### config.mk
export PLATFORM = sky130hd
export DESIGN_NAME = b4s_ctrl_end_flat
export DESIGN_NICKNAME = d
export VERILOG_FILES = /design/src/hdl/b4s_pkg.sv /design/src/hdl/b4s_link_if.sv /design/src/hdl/b4s_ctrl_end.sv /design/src/flat_wrapper.sv
export VERILOG_INCLUDE_DIRS = /design/src /design/src/hdl
export SDC_FILE = /design/constraint.sdc
export NUM_CORES = 2
export LEC_CHECK = 0
export BUFFER_PORTS_ARGS = -buffer_cell sky130_fd_sc_hd__buf_2
export CORE_AREA = 2 2 450 452
export DETAILED_ROUTE_END_ITERATION = 8
export DIE_AREA = 0 0 452 454
export PLACE_DENSITY = 0.6
export SETUP_SLACK_MARGIN = 0.1
export SYNTH_ARGS = -nofsm -noshare
export SYNTH_HDL_FRONTEND = slang
export SYNTH_SLANG_ARGS = --single-unit
### constraint.sdc
create_clock -name clk -period 4.51 [get_ports clk]
set_clock_uncertainty 0.05 [all_clocks]
set_input_delay 0.2255 -clock clk [delete_from_list [all_inputs] [get_ports clk]]
set_output_delay 0.2255 -clock clk [all_outputs]
set_load 0.005 [all_outputs]
### src/hdl/b4s_defs.svh
// constants for the four-word burst split-port sram link
`ifndef B4S_DEFS_SVH
`define B4S_DEFS_SVH
`define B4S_WORD_W 18
`define B4S_ADDR_W 4
`define B4S_MEM_DEPTH 16
`define B4S_SEL_W 2
`define B4S_BURST 4
`define B4S_NIB_W 4
`define B4S_BYTE_W 9
`define B4S_FIFO_DEPTH 16
`define B4S_CLK_PERIOD_NS 100
`define B4S_RD_AGE_W 5
`define B4S_RD_FIRST_AGE 3
`define B4S_RD_LAST_AGE 4
`endif

### src/hdl/b4s_pkg.sv
// types shared by both ends of the sram link, and helper functions used by the device end
`include "b4s_defs.svh"
package b4s_pkg;
	typedef logic [`B4S_WORD_W-1:0] b4s_word_type;
	typedef logic [`B4S_ADDR_W-1:0] b4s_addr_type;
	typedef logic [`B4S_SEL_W-1:0] b4s_sel_type;
	typedef b4s_word_type [`B4S_BURST-1:0] b4s_burst_type;
	typedef enum logic [1:0] {B4S_X8, B4S_X9, B4S_X18} b4s_cfg_type;
	typedef enum logic [1:0] {B4S_WIDLE, B4S_WFIRST, B4S_WSECOND} b4s_wphase_type;

	typedef struct packed {
		logic is_write;
		b4s_addr_type addr;
		b4s_burst_type data;
		b4s_sel_type [`B4S_BURST-1:0] sel_n;
	} b4s_cmd_type;

	function automatic b4s_addr_type b4s_addr_plus(b4s_addr_type a, logic [1:0] k);
		return b4s_addr_type'(a + b4s_addr_type'(k));
	endfunction : b4s_addr_plus

	// active-low lane selects to a mask of bits that get written
	function automatic b4s_word_type b4s_lane_mask(b4s_cfg_type cfg, b4s_sel_type sel_n);
		b4s_word_type m;
		m = '0;
		case (cfg)
			B4S_X8: begin
				if (!sel_n[0]) m[`B4S_NIB_W-1:0] = '1;
				if (!sel_n[1]) m[2*`B4S_NIB_W-1:`B4S_NIB_W] = '1;
			end
			B4S_X9: begin
				if (!sel_n[0]) m[`B4S_BYTE_W-1:0] = '1;
			end
			default: begin
				if (!sel_n[0]) m[`B4S_BYTE_W-1:0] = '1;
				if (!sel_n[1]) m[2*`B4S_BYTE_W-1:`B4S_BYTE_W] = '1;
			end
		endcase
		return m;
	endfunction : b4s_lane_mask

	function automatic b4s_word_type b4s_merge(b4s_word_type old, b4s_word_type d, b4s_word_type m);
		return (old & ~m) | (d & m);
	endfunction : b4s_merge
endpackage : b4s_pkg
### src/hdl/b4s_link_if.sv
// link between the sram device end and its controller end
`timescale 1ns/1ps
interface b4s_link_if (
	input wire logic clk,
	input wire logic rstn
);
	import b4s_pkg::*;
	b4s_addr_type addr;
	logic read_port_select_n;
	logic write_port_select_n;
	b4s_word_type d_true;
	b4s_word_type d_comp;
	b4s_sel_type byte_write_select_n_true;
	b4s_sel_type byte_write_select_n_comp;
	b4s_word_type q_true;
	b4s_word_type q_comp;
	logic q_oe;

	modport mem (
		input clk,
		input rstn,
		input addr,
		input read_port_select_n,
		input write_port_select_n,
		input d_true,
		input d_comp,
		input byte_write_select_n_true,
		input byte_write_select_n_comp,
		output q_true,
		output q_comp,
		output q_oe
	);

	modport ctrl (
		input clk,
		input rstn,
		output addr,
		output read_port_select_n,
		output write_port_select_n,
		output d_true,
		output d_comp,
		output byte_write_select_n_true,
		output byte_write_select_n_comp,
		input q_true,
		input q_comp,
		input q_oe
	);
endinterface : b4s_link_if

### src/hdl/b4s_ctrl_end.sv
// controller end: command fifo and the burst issuer that drives the sram link
`timescale 1ns/1ps
`include "b4s_defs.svh"
module b4s_fifo #(
	parameter int WIDTH = 8,
	parameter int DEPTH = `B4S_FIFO_DEPTH
) (
	input wire logic clk,
	input wire logic rstn,
	input wire logic in_valid,
	output logic in_ready,
	input wire logic [WIDTH-1:0] in_data,
	output logic out_valid,
	input wire logic out_ready,
	output logic [WIDTH-1:0] out_data
);
	localparam int AW = $clog2(DEPTH);

	// depth must be a power of two: pointers wrap by overflow
	typedef struct packed {
		logic [DEPTH-1:0][WIDTH-1:0] mem;
		logic [AW-1:0] wp;
		logic [AW-1:0] rp;
		logic [AW:0] count;
		logic ready;
	} b4s_fifo_state_type;

	b4s_fifo_state_type s_reg;
	b4s_fifo_state_type s_next;
	logic push;
	logic pop;

	always_comb begin
		s_next = s_reg;
		push = in_valid && s_reg.ready;
		pop = out_ready && (s_reg.count != '0);
		if (push) begin
			s_next.mem[s_reg.wp] = in_data;
			s_next.wp = s_reg.wp + 1'b1;
		end
		if (pop) begin
			s_next.rp = s_reg.rp + 1'b1;
		end
		s_next.count = s_reg.count + (AW+1)'(push) - (AW+1)'(pop);
		// ready is registered so the port comes from a flop; costs one cycle after reset
		s_next.ready = s_next.count != (AW+1)'(DEPTH);
	end

	always_ff @(posedge clk or negedge rstn) begin
		if (!rstn) begin
			s_reg <= '0;
		end else begin
			s_reg <= s_next;
		end
	end

	assign in_ready = s_reg.ready;
	assign out_valid = s_reg.count != '0;
	assign out_data = s_reg.mem[s_reg.rp];
endmodule : b4s_fifo

module b4s_ctrl_end (
	b4s_link_if.ctrl link,
	input wire logic cmd_valid,
	output logic cmd_ready,
	input wire b4s_pkg::b4s_cmd_type cmd,
	output logic rd_valid,
	output b4s_pkg::b4s_burst_type rd_data
);
	import b4s_pkg::*;

	typedef struct packed {
		b4s_addr_type addr;
		logic rps_n;
		logic wps_n;
		b4s_word_type d_true;
		b4s_word_type d_comp;
		b4s_sel_type sel_t;
		b4s_sel_type sel_c;
		b4s_wphase_type wph;
		b4s_burst_type wdata;
		b4s_sel_type [`B4S_BURST-1:0] wsel;
		logic [`B4S_RD_AGE_W-1:0] rd_age;
		b4s_burst_type rd_data;
		logic rd_valid;
	} b4s_ctrl_state_type;

	localparam b4s_ctrl_state_type CTRL_RST = '{rps_n: 1'b1, wps_n: 1'b1, sel_t: '1, sel_c: '1,
		wph: B4S_WIDLE, default: '0};

	b4s_ctrl_state_type s_reg;
	b4s_ctrl_state_type s_next;
	logic head_valid;
	b4s_cmd_type head;
	logic pop;

	b4s_fifo #(
		.WIDTH($bits(b4s_cmd_type)),
		.DEPTH(`B4S_FIFO_DEPTH)
	) u_cmd_fifo (
		.clk(link.clk),
		.rstn(link.rstn),
		.in_valid(cmd_valid),
		.in_ready(cmd_ready),
		.in_data(cmd),
		.out_valid(head_valid),
		.out_ready(pop),
		.out_data(head)
	);

	always_comb begin
		s_next = s_reg;
		// a select driven low now is sampled at the next edge; never two same-type in a row
		pop = head_valid && (head.is_write ? s_reg.wps_n : s_reg.rps_n);
		s_next.rps_n = 1'b1;
		s_next.wps_n = 1'b1;
		s_next.d_true = '0;
		s_next.d_comp = '0;
		s_next.sel_t = '1;
		s_next.sel_c = '1;
		case (s_reg.wph)
			B4S_WFIRST: begin
				s_next.d_true = s_reg.wdata[0];
				s_next.d_comp = s_reg.wdata[1];
				s_next.sel_t = s_reg.wsel[0];
				s_next.sel_c = s_reg.wsel[1];
				s_next.wph = B4S_WSECOND;
			end
			B4S_WSECOND: begin
				s_next.d_true = s_reg.wdata[2];
				s_next.d_comp = s_reg.wdata[3];
				s_next.sel_t = s_reg.wsel[2];
				s_next.sel_c = s_reg.wsel[3];
				s_next.wph = B4S_WIDLE;
			end
			default: begin
				s_next.wph = B4S_WIDLE;
			end
		endcase
		if (pop) begin
			s_next.addr = head.addr;
			if (head.is_write) begin
				s_next.wps_n = 1'b0;
				s_next.wdata = head.data;
				s_next.wsel = head.sel_n;
				s_next.wph = B4S_WFIRST;
			end else begin
				s_next.rps_n = 1'b0;
			end
		end
		// age 0 is the issue edge; the device is one edge behind, data two more
		s_next.rd_age = {s_reg.rd_age[`B4S_RD_AGE_W-2:0], pop && !head.is_write};
		if (s_reg.rd_age[`B4S_RD_FIRST_AGE]) begin
			s_next.rd_data[0] = link.q_true;
			s_next.rd_data[1] = link.q_comp;
		end
		if (s_reg.rd_age[`B4S_RD_LAST_AGE]) begin
			s_next.rd_data[2] = link.q_true;
			s_next.rd_data[3] = link.q_comp;
		end
		s_next.rd_valid = s_reg.rd_age[`B4S_RD_LAST_AGE];
	end

	always_ff @(posedge link.clk or negedge link.rstn) begin
		if (!link.rstn) begin
			s_reg <= CTRL_RST;
		end else begin
			s_reg <= s_next;
		end
	end

	assign link.addr = s_reg.addr;
	assign link.read_port_select_n = s_reg.rps_n;
	assign link.write_port_select_n = s_reg.wps_n;
	assign link.d_true = s_reg.d_true;
	assign link.d_comp = s_reg.d_comp;
	assign link.byte_write_select_n_true = s_reg.sel_t;
	assign link.byte_write_select_n_comp = s_reg.sel_c;
	assign rd_valid = s_reg.rd_valid;
	assign rd_data = s_reg.rd_data;
endmodule : b4s_ctrl_end

### src/flat_wrapper.sv
// flat-port wrapper written by rule: the top's interface ports become plain ports
module b4s_ctrl_end_flat import b4s_pkg::*;
  (cmd_valid, cmd_ready, cmd, rd_valid, rd_data, clk, rstn, link_addr, link_read_port_select_n, link_write_port_select_n, link_d_true, link_d_comp, link_byte_write_select_n_true, link_byte_write_select_n_comp, link_q_true, link_q_comp, link_q_oe);
  b4s_link_if link_i (.clk(clk), .rstn(rstn));
  input wire logic cmd_valid;
  output logic cmd_ready;
  input wire b4s_pkg::b4s_cmd_type cmd;
  output logic rd_valid;
  output b4s_pkg::b4s_burst_type rd_data;
  input wire logic clk;
  input wire logic rstn;
  output wire logic [$bits(link_i.addr)-1:0] link_addr;
  output wire logic [$bits(link_i.read_port_select_n)-1:0] link_read_port_select_n;
  output wire logic [$bits(link_i.write_port_select_n)-1:0] link_write_port_select_n;
  output wire logic [$bits(link_i.d_true)-1:0] link_d_true;
  output wire logic [$bits(link_i.d_comp)-1:0] link_d_comp;
  output wire logic [$bits(link_i.byte_write_select_n_true)-1:0] link_byte_write_select_n_true;
  output wire logic [$bits(link_i.byte_write_select_n_comp)-1:0] link_byte_write_select_n_comp;
  input wire logic [$bits(link_i.q_true)-1:0] link_q_true;
  input wire logic [$bits(link_i.q_comp)-1:0] link_q_comp;
  input wire logic [$bits(link_i.q_oe)-1:0] link_q_oe;
  assign link_addr = link_i.addr;
  assign link_read_port_select_n = link_i.read_port_select_n;
  assign link_write_port_select_n = link_i.write_port_select_n;
  assign link_d_true = link_i.d_true;
  assign link_d_comp = link_i.d_comp;
  assign link_byte_write_select_n_true = link_i.byte_write_select_n_true;
  assign link_byte_write_select_n_comp = link_i.byte_write_select_n_comp;
  assign link_i.q_true = link_q_true;
  assign link_i.q_comp = link_q_comp;
  assign link_i.q_oe = link_q_oe;
  b4s_ctrl_end u_core (.link(link_i), .cmd_valid(cmd_valid), .cmd_ready(cmd_ready), .cmd(cmd), .rd_valid(rd_valid), .rd_data(rd_data));
endmodule
==> results.rst <==
.. list-table::
   :header-rows: 1

   * - Metric
     - Value
   * - Status
     - completed
   * - Placer's final routability congestion estimate
     - 0.7361
   * - Post-CTS Resized
     - 0
   * - EDFF count, synth
     - 0
   * - Largest fanout on the critical path
     - 20
   * - Minimum clock period
     - around 3.7 ns
   * - Avg Inst Size Synth
     - 16.77 µm²
   * - Area of the die
     - 0.2052 mm²
   * - Htree depth
     - 4
   * - Antenna violations before repair
     - 28
   * - Proportion of netlist area held by the largest area contributor
     - 56.38%
   * - Final Max Tran Viols
     - 0
   * - Top_reg_cell synth
     - dfrtp_1
   * - Syn-to-layout area delta
     - 14.76%
   * - Post-synthesis net count
     - 4305
   * - Per-cell routed wire length
     - about 25 µm
   * - Max Cap Viol
     - 0
   * - Simple-Gate Fraction of Synth Area
     - 0.4925%
   * - Clock tree from TritonCTS
     - built
   * - Final cycle utilization of the critical path
     - 81.14%
   * - Critical setup path kind
     - flop to flop
   * - Hold-fix buffers at CTS
     - 122
   * - Type of element capturing the critical path
     - flop
   * - Die X-Extent
     - roughly 450 µm
   * - First-pass GRT wire length
     - 269.8 mm
   * - Worst max-slew margin expressed relative to the limit
     - between 10% and 20%
   * - Site row count
     - about 170
   * - Leading cell type by number of instances after synthesis
     - dfrtp_1
   * - Total power of the final layout
     - just over 0.06 W
   * - Main combinational cell family by area after synthesis
     - multiplexers
   * - GRT Residual Overflow
     - 0
   * - Start point of the critical path
     - u_core.u_cmd_fifo.s_reg[8]
   * - Number of buffers added by the clock tree synthesis step
     - between 150 and 200
   * - Proportion of layout cells with a drive suffix above 1
     - 57.46%
   * - Number of buffers between clock root and the deepest sink
     - 3
   * - Number of non-filler instances in the completed layout
     - 7121
   * - Cell area after synthesis
     - 0.06986 mm²
   * - RSZ-0062 raised after global routing
     - false
   * - Maximum vdd ir drop
     - 0.6129 mV
   * - Drt initial violations
     - 1927
   * - Data required time at the worst endpoint
     - 5.14 ns
   * - Total routing resource utilization after global routing
     - 17.60%
   * - Setup-failing EPs final
     - 0
   * - Pwr Density
     - about 770 mW/mm²
   * - Routed vias
     - 37320
   * - Effective utilization at floorplan
     - 34.78%
   * - Worst-case hold slack
     - 0.02528 ns
   * - Maximum operating frequency
     - 273.3 MHz
   * - Seq cells post-synth
     - 1580
   * - Kind of path behind the tightest hold check
     - input pin to async pin
   * - Pin count of the biggest net entering global routing
     - ~140
   * - Average via count per standard cell
     - about 5.2
   * - Total of buffers placed on input and output ports
     - 243
   * - Register area share after synthesis
     - 56.60%
   * - Total half-perimeter wirelength after legalization and detailed placement
     - 99.03 mm
   * - Share of flip-flops with an asynchronous set or reset after synthesis
     - 100.0%
   * - Hold violation total from the final report
     - 0
   * - Fill cell count
     - 18140
   * - Multi-input gate area in the final layout
     - 0.02807 mm²
   * - Clock latency on the worst-skew pair
     - 0.82 ns
   * - Number of post-CTS setup repair buffers
     - 0
   * - Number of instances in the synthesized netlist
     - 4166
   * - Setup TNS Final
     - 0 ns
   * - CTS clock-pin slew for the worst setup and hold paths
     - ~0.060 ns
   * - Worst-Margin Slew
     - 1.215 ns
   * - Clock sink count
     - ~1600
   * - Multiplexer share of the synthesized area
     - approximately two fifths
   * - Compound-cell area share of the yosys netlist
     - 0.4835%
   * - Signal arrival time at the worst endpoint
     - 4.29 ns
   * - Number of detailed-routing iterations run before antenna repair
     - 5
   * - Distinct cell type count after synthesis
     - 33
   * - Cell at the root of the clock tree
     - clkbuf_16
   * - Startpoint type of the worst setup path
     - flop
   * - Max FFs per register
     - 1373
   * - Area of the placeable core
     - 0.2009 mm²
   * - Placed cells
     - between 6000 and 7000
   * - Number of synthesis warnings
     - 0
   * - Sequential cell area
     - 0.03956 mm²
   * - Number of nets with antenna violations after routing
     - 0
   * - Least setup slack across all paths after layout
     - around 0.85 ns
   * - Pre-CTS worst setup slack
     - 0.8339 ns
   * - Vias in the first global route
     - between 30000 and 40000
   * - Num ports
     - 245
   * - Area leader, netlist
     - dfrtp_1
   * - Commonest cells post-synth
     - dfrtp_1, mux2_2, mux4_2
   * - Chip height
     - 454 µm
   * - Launching point of the worst reg2reg path
     - u_core.u_cmd_fifo.s_reg[8]
   * - Number of DRC violations after detailed routing
     - 0
   * - Synth Area in Adders
     - 0.2615%
   * - Area contributors post-synth
     - dfrtp_1, mux2_2, mux4_2, mux2_4, clkbuf_1
   * - Fraction of synthesized cell area in xor and xnor cells
     - 0.1254%
   * - Routed WL
     - roughly 180 mm
   * - Leakage power of the design
     - 34.28 nW
   * - Number of nets in the finished design
     - roughly 4400
==> placed cells by master, fill, tap and decap left out, types with 38 or more instances in the layout <==
| cell | count |
|---|---|
| nor2_1 | 40 |
| buf_12 | 46 |
| clkbuf_16 | 169 |
| mux2_2 | 1449 |
| dfrtp_1 | 1570 |
| buf_2 | 242 |
| mux4_2 | 422 |
| buf_4 | 38 |
| clkbuf_1 | 45 |
| mux2_4 | 67 |
| dlygate4sd3_1 | 122 |
==> per-layer routing <==
metal	track usage, %	share of wire [%]
met1	23.37	44
met2	28.95	48
met3	3.125	4.2
met4	6.281	3.5
met5	0	0.087
==> power by group <==
group / internal [W] / switching [W] / total (W)
Sequential: 0.0209 / 0.00367 / 0.0246
Combinational: 0.0139 / 0.00903 / 0.0230
Clock: 0.00800 / 0.00582 / 0.0138
Total: 0.0428 / 0.0185 / 0.0613
==> cell families after synthesis <==
logic type,Yosys count
muxes,1951
xor gates and xnor gates,10
DFF,1580
and+or+nand+nor,79
adders and majority gates,14
AOI/OAI and AO/OA,45
buffers and inverters,487
==> worst paths after layout <==
path	to	cells past startpoint	slack, ns
max	u_core.u_cmd_fifo.in_ready	13	0.85
min	u_core.u_cmd_fifo.s_reg[444]	2	0.03
max reg2reg	u_core.u_cmd_fifo.in_ready	13	0.85
min reg2reg	u_core.s_next[77]	0	0.30
max in group asynchronous	u_core.u_cmd_fifo.s_reg[161]	3	2.93
min in group clk	u_core.rd_data[44]	3	0.15
==> critical path: stages, from the launching register on <==
cell	delay [ns]
dfrtp_4	0.69
mux2i_1	0.17
mux4_2	0.53
mux2i_1	0.15
or2_1	0.36
ha_1	0.34
inv_1	0.04
ha_1	0.20
fa_1	0.44
a21oi_1	0.15
nor2_1	0.05
nor2_1	0.11
xnor2_1	0.15
nand3b_1	0.09
==> through the flow <==
| stage | utilization (%) | area (µm²) |
|---|---|---|
| finish | 39.92 | 80180 |
| global route | 39.91 | 80170 |
| CTS | 39.91 | 80160 |
| detailed placement | 36.56 | 73430 |
| global placement | 36.56 | 73430 |
| floorplan | - | 69860 |
==> final cells by class <==
class                   instances  share of cell area, %
diodes                          6                0.01873
clock buffers                 250                  6.103
clock inverters                54                 0.7678
inverters                      12                0.05618
multi-input cells            2099                  35.01
flip-flops and latches       1580                  49.34
well taps                    2672                  4.170
repair buffers                448                  4.538
Note: power is estimated with default switching activity, not from simulation.
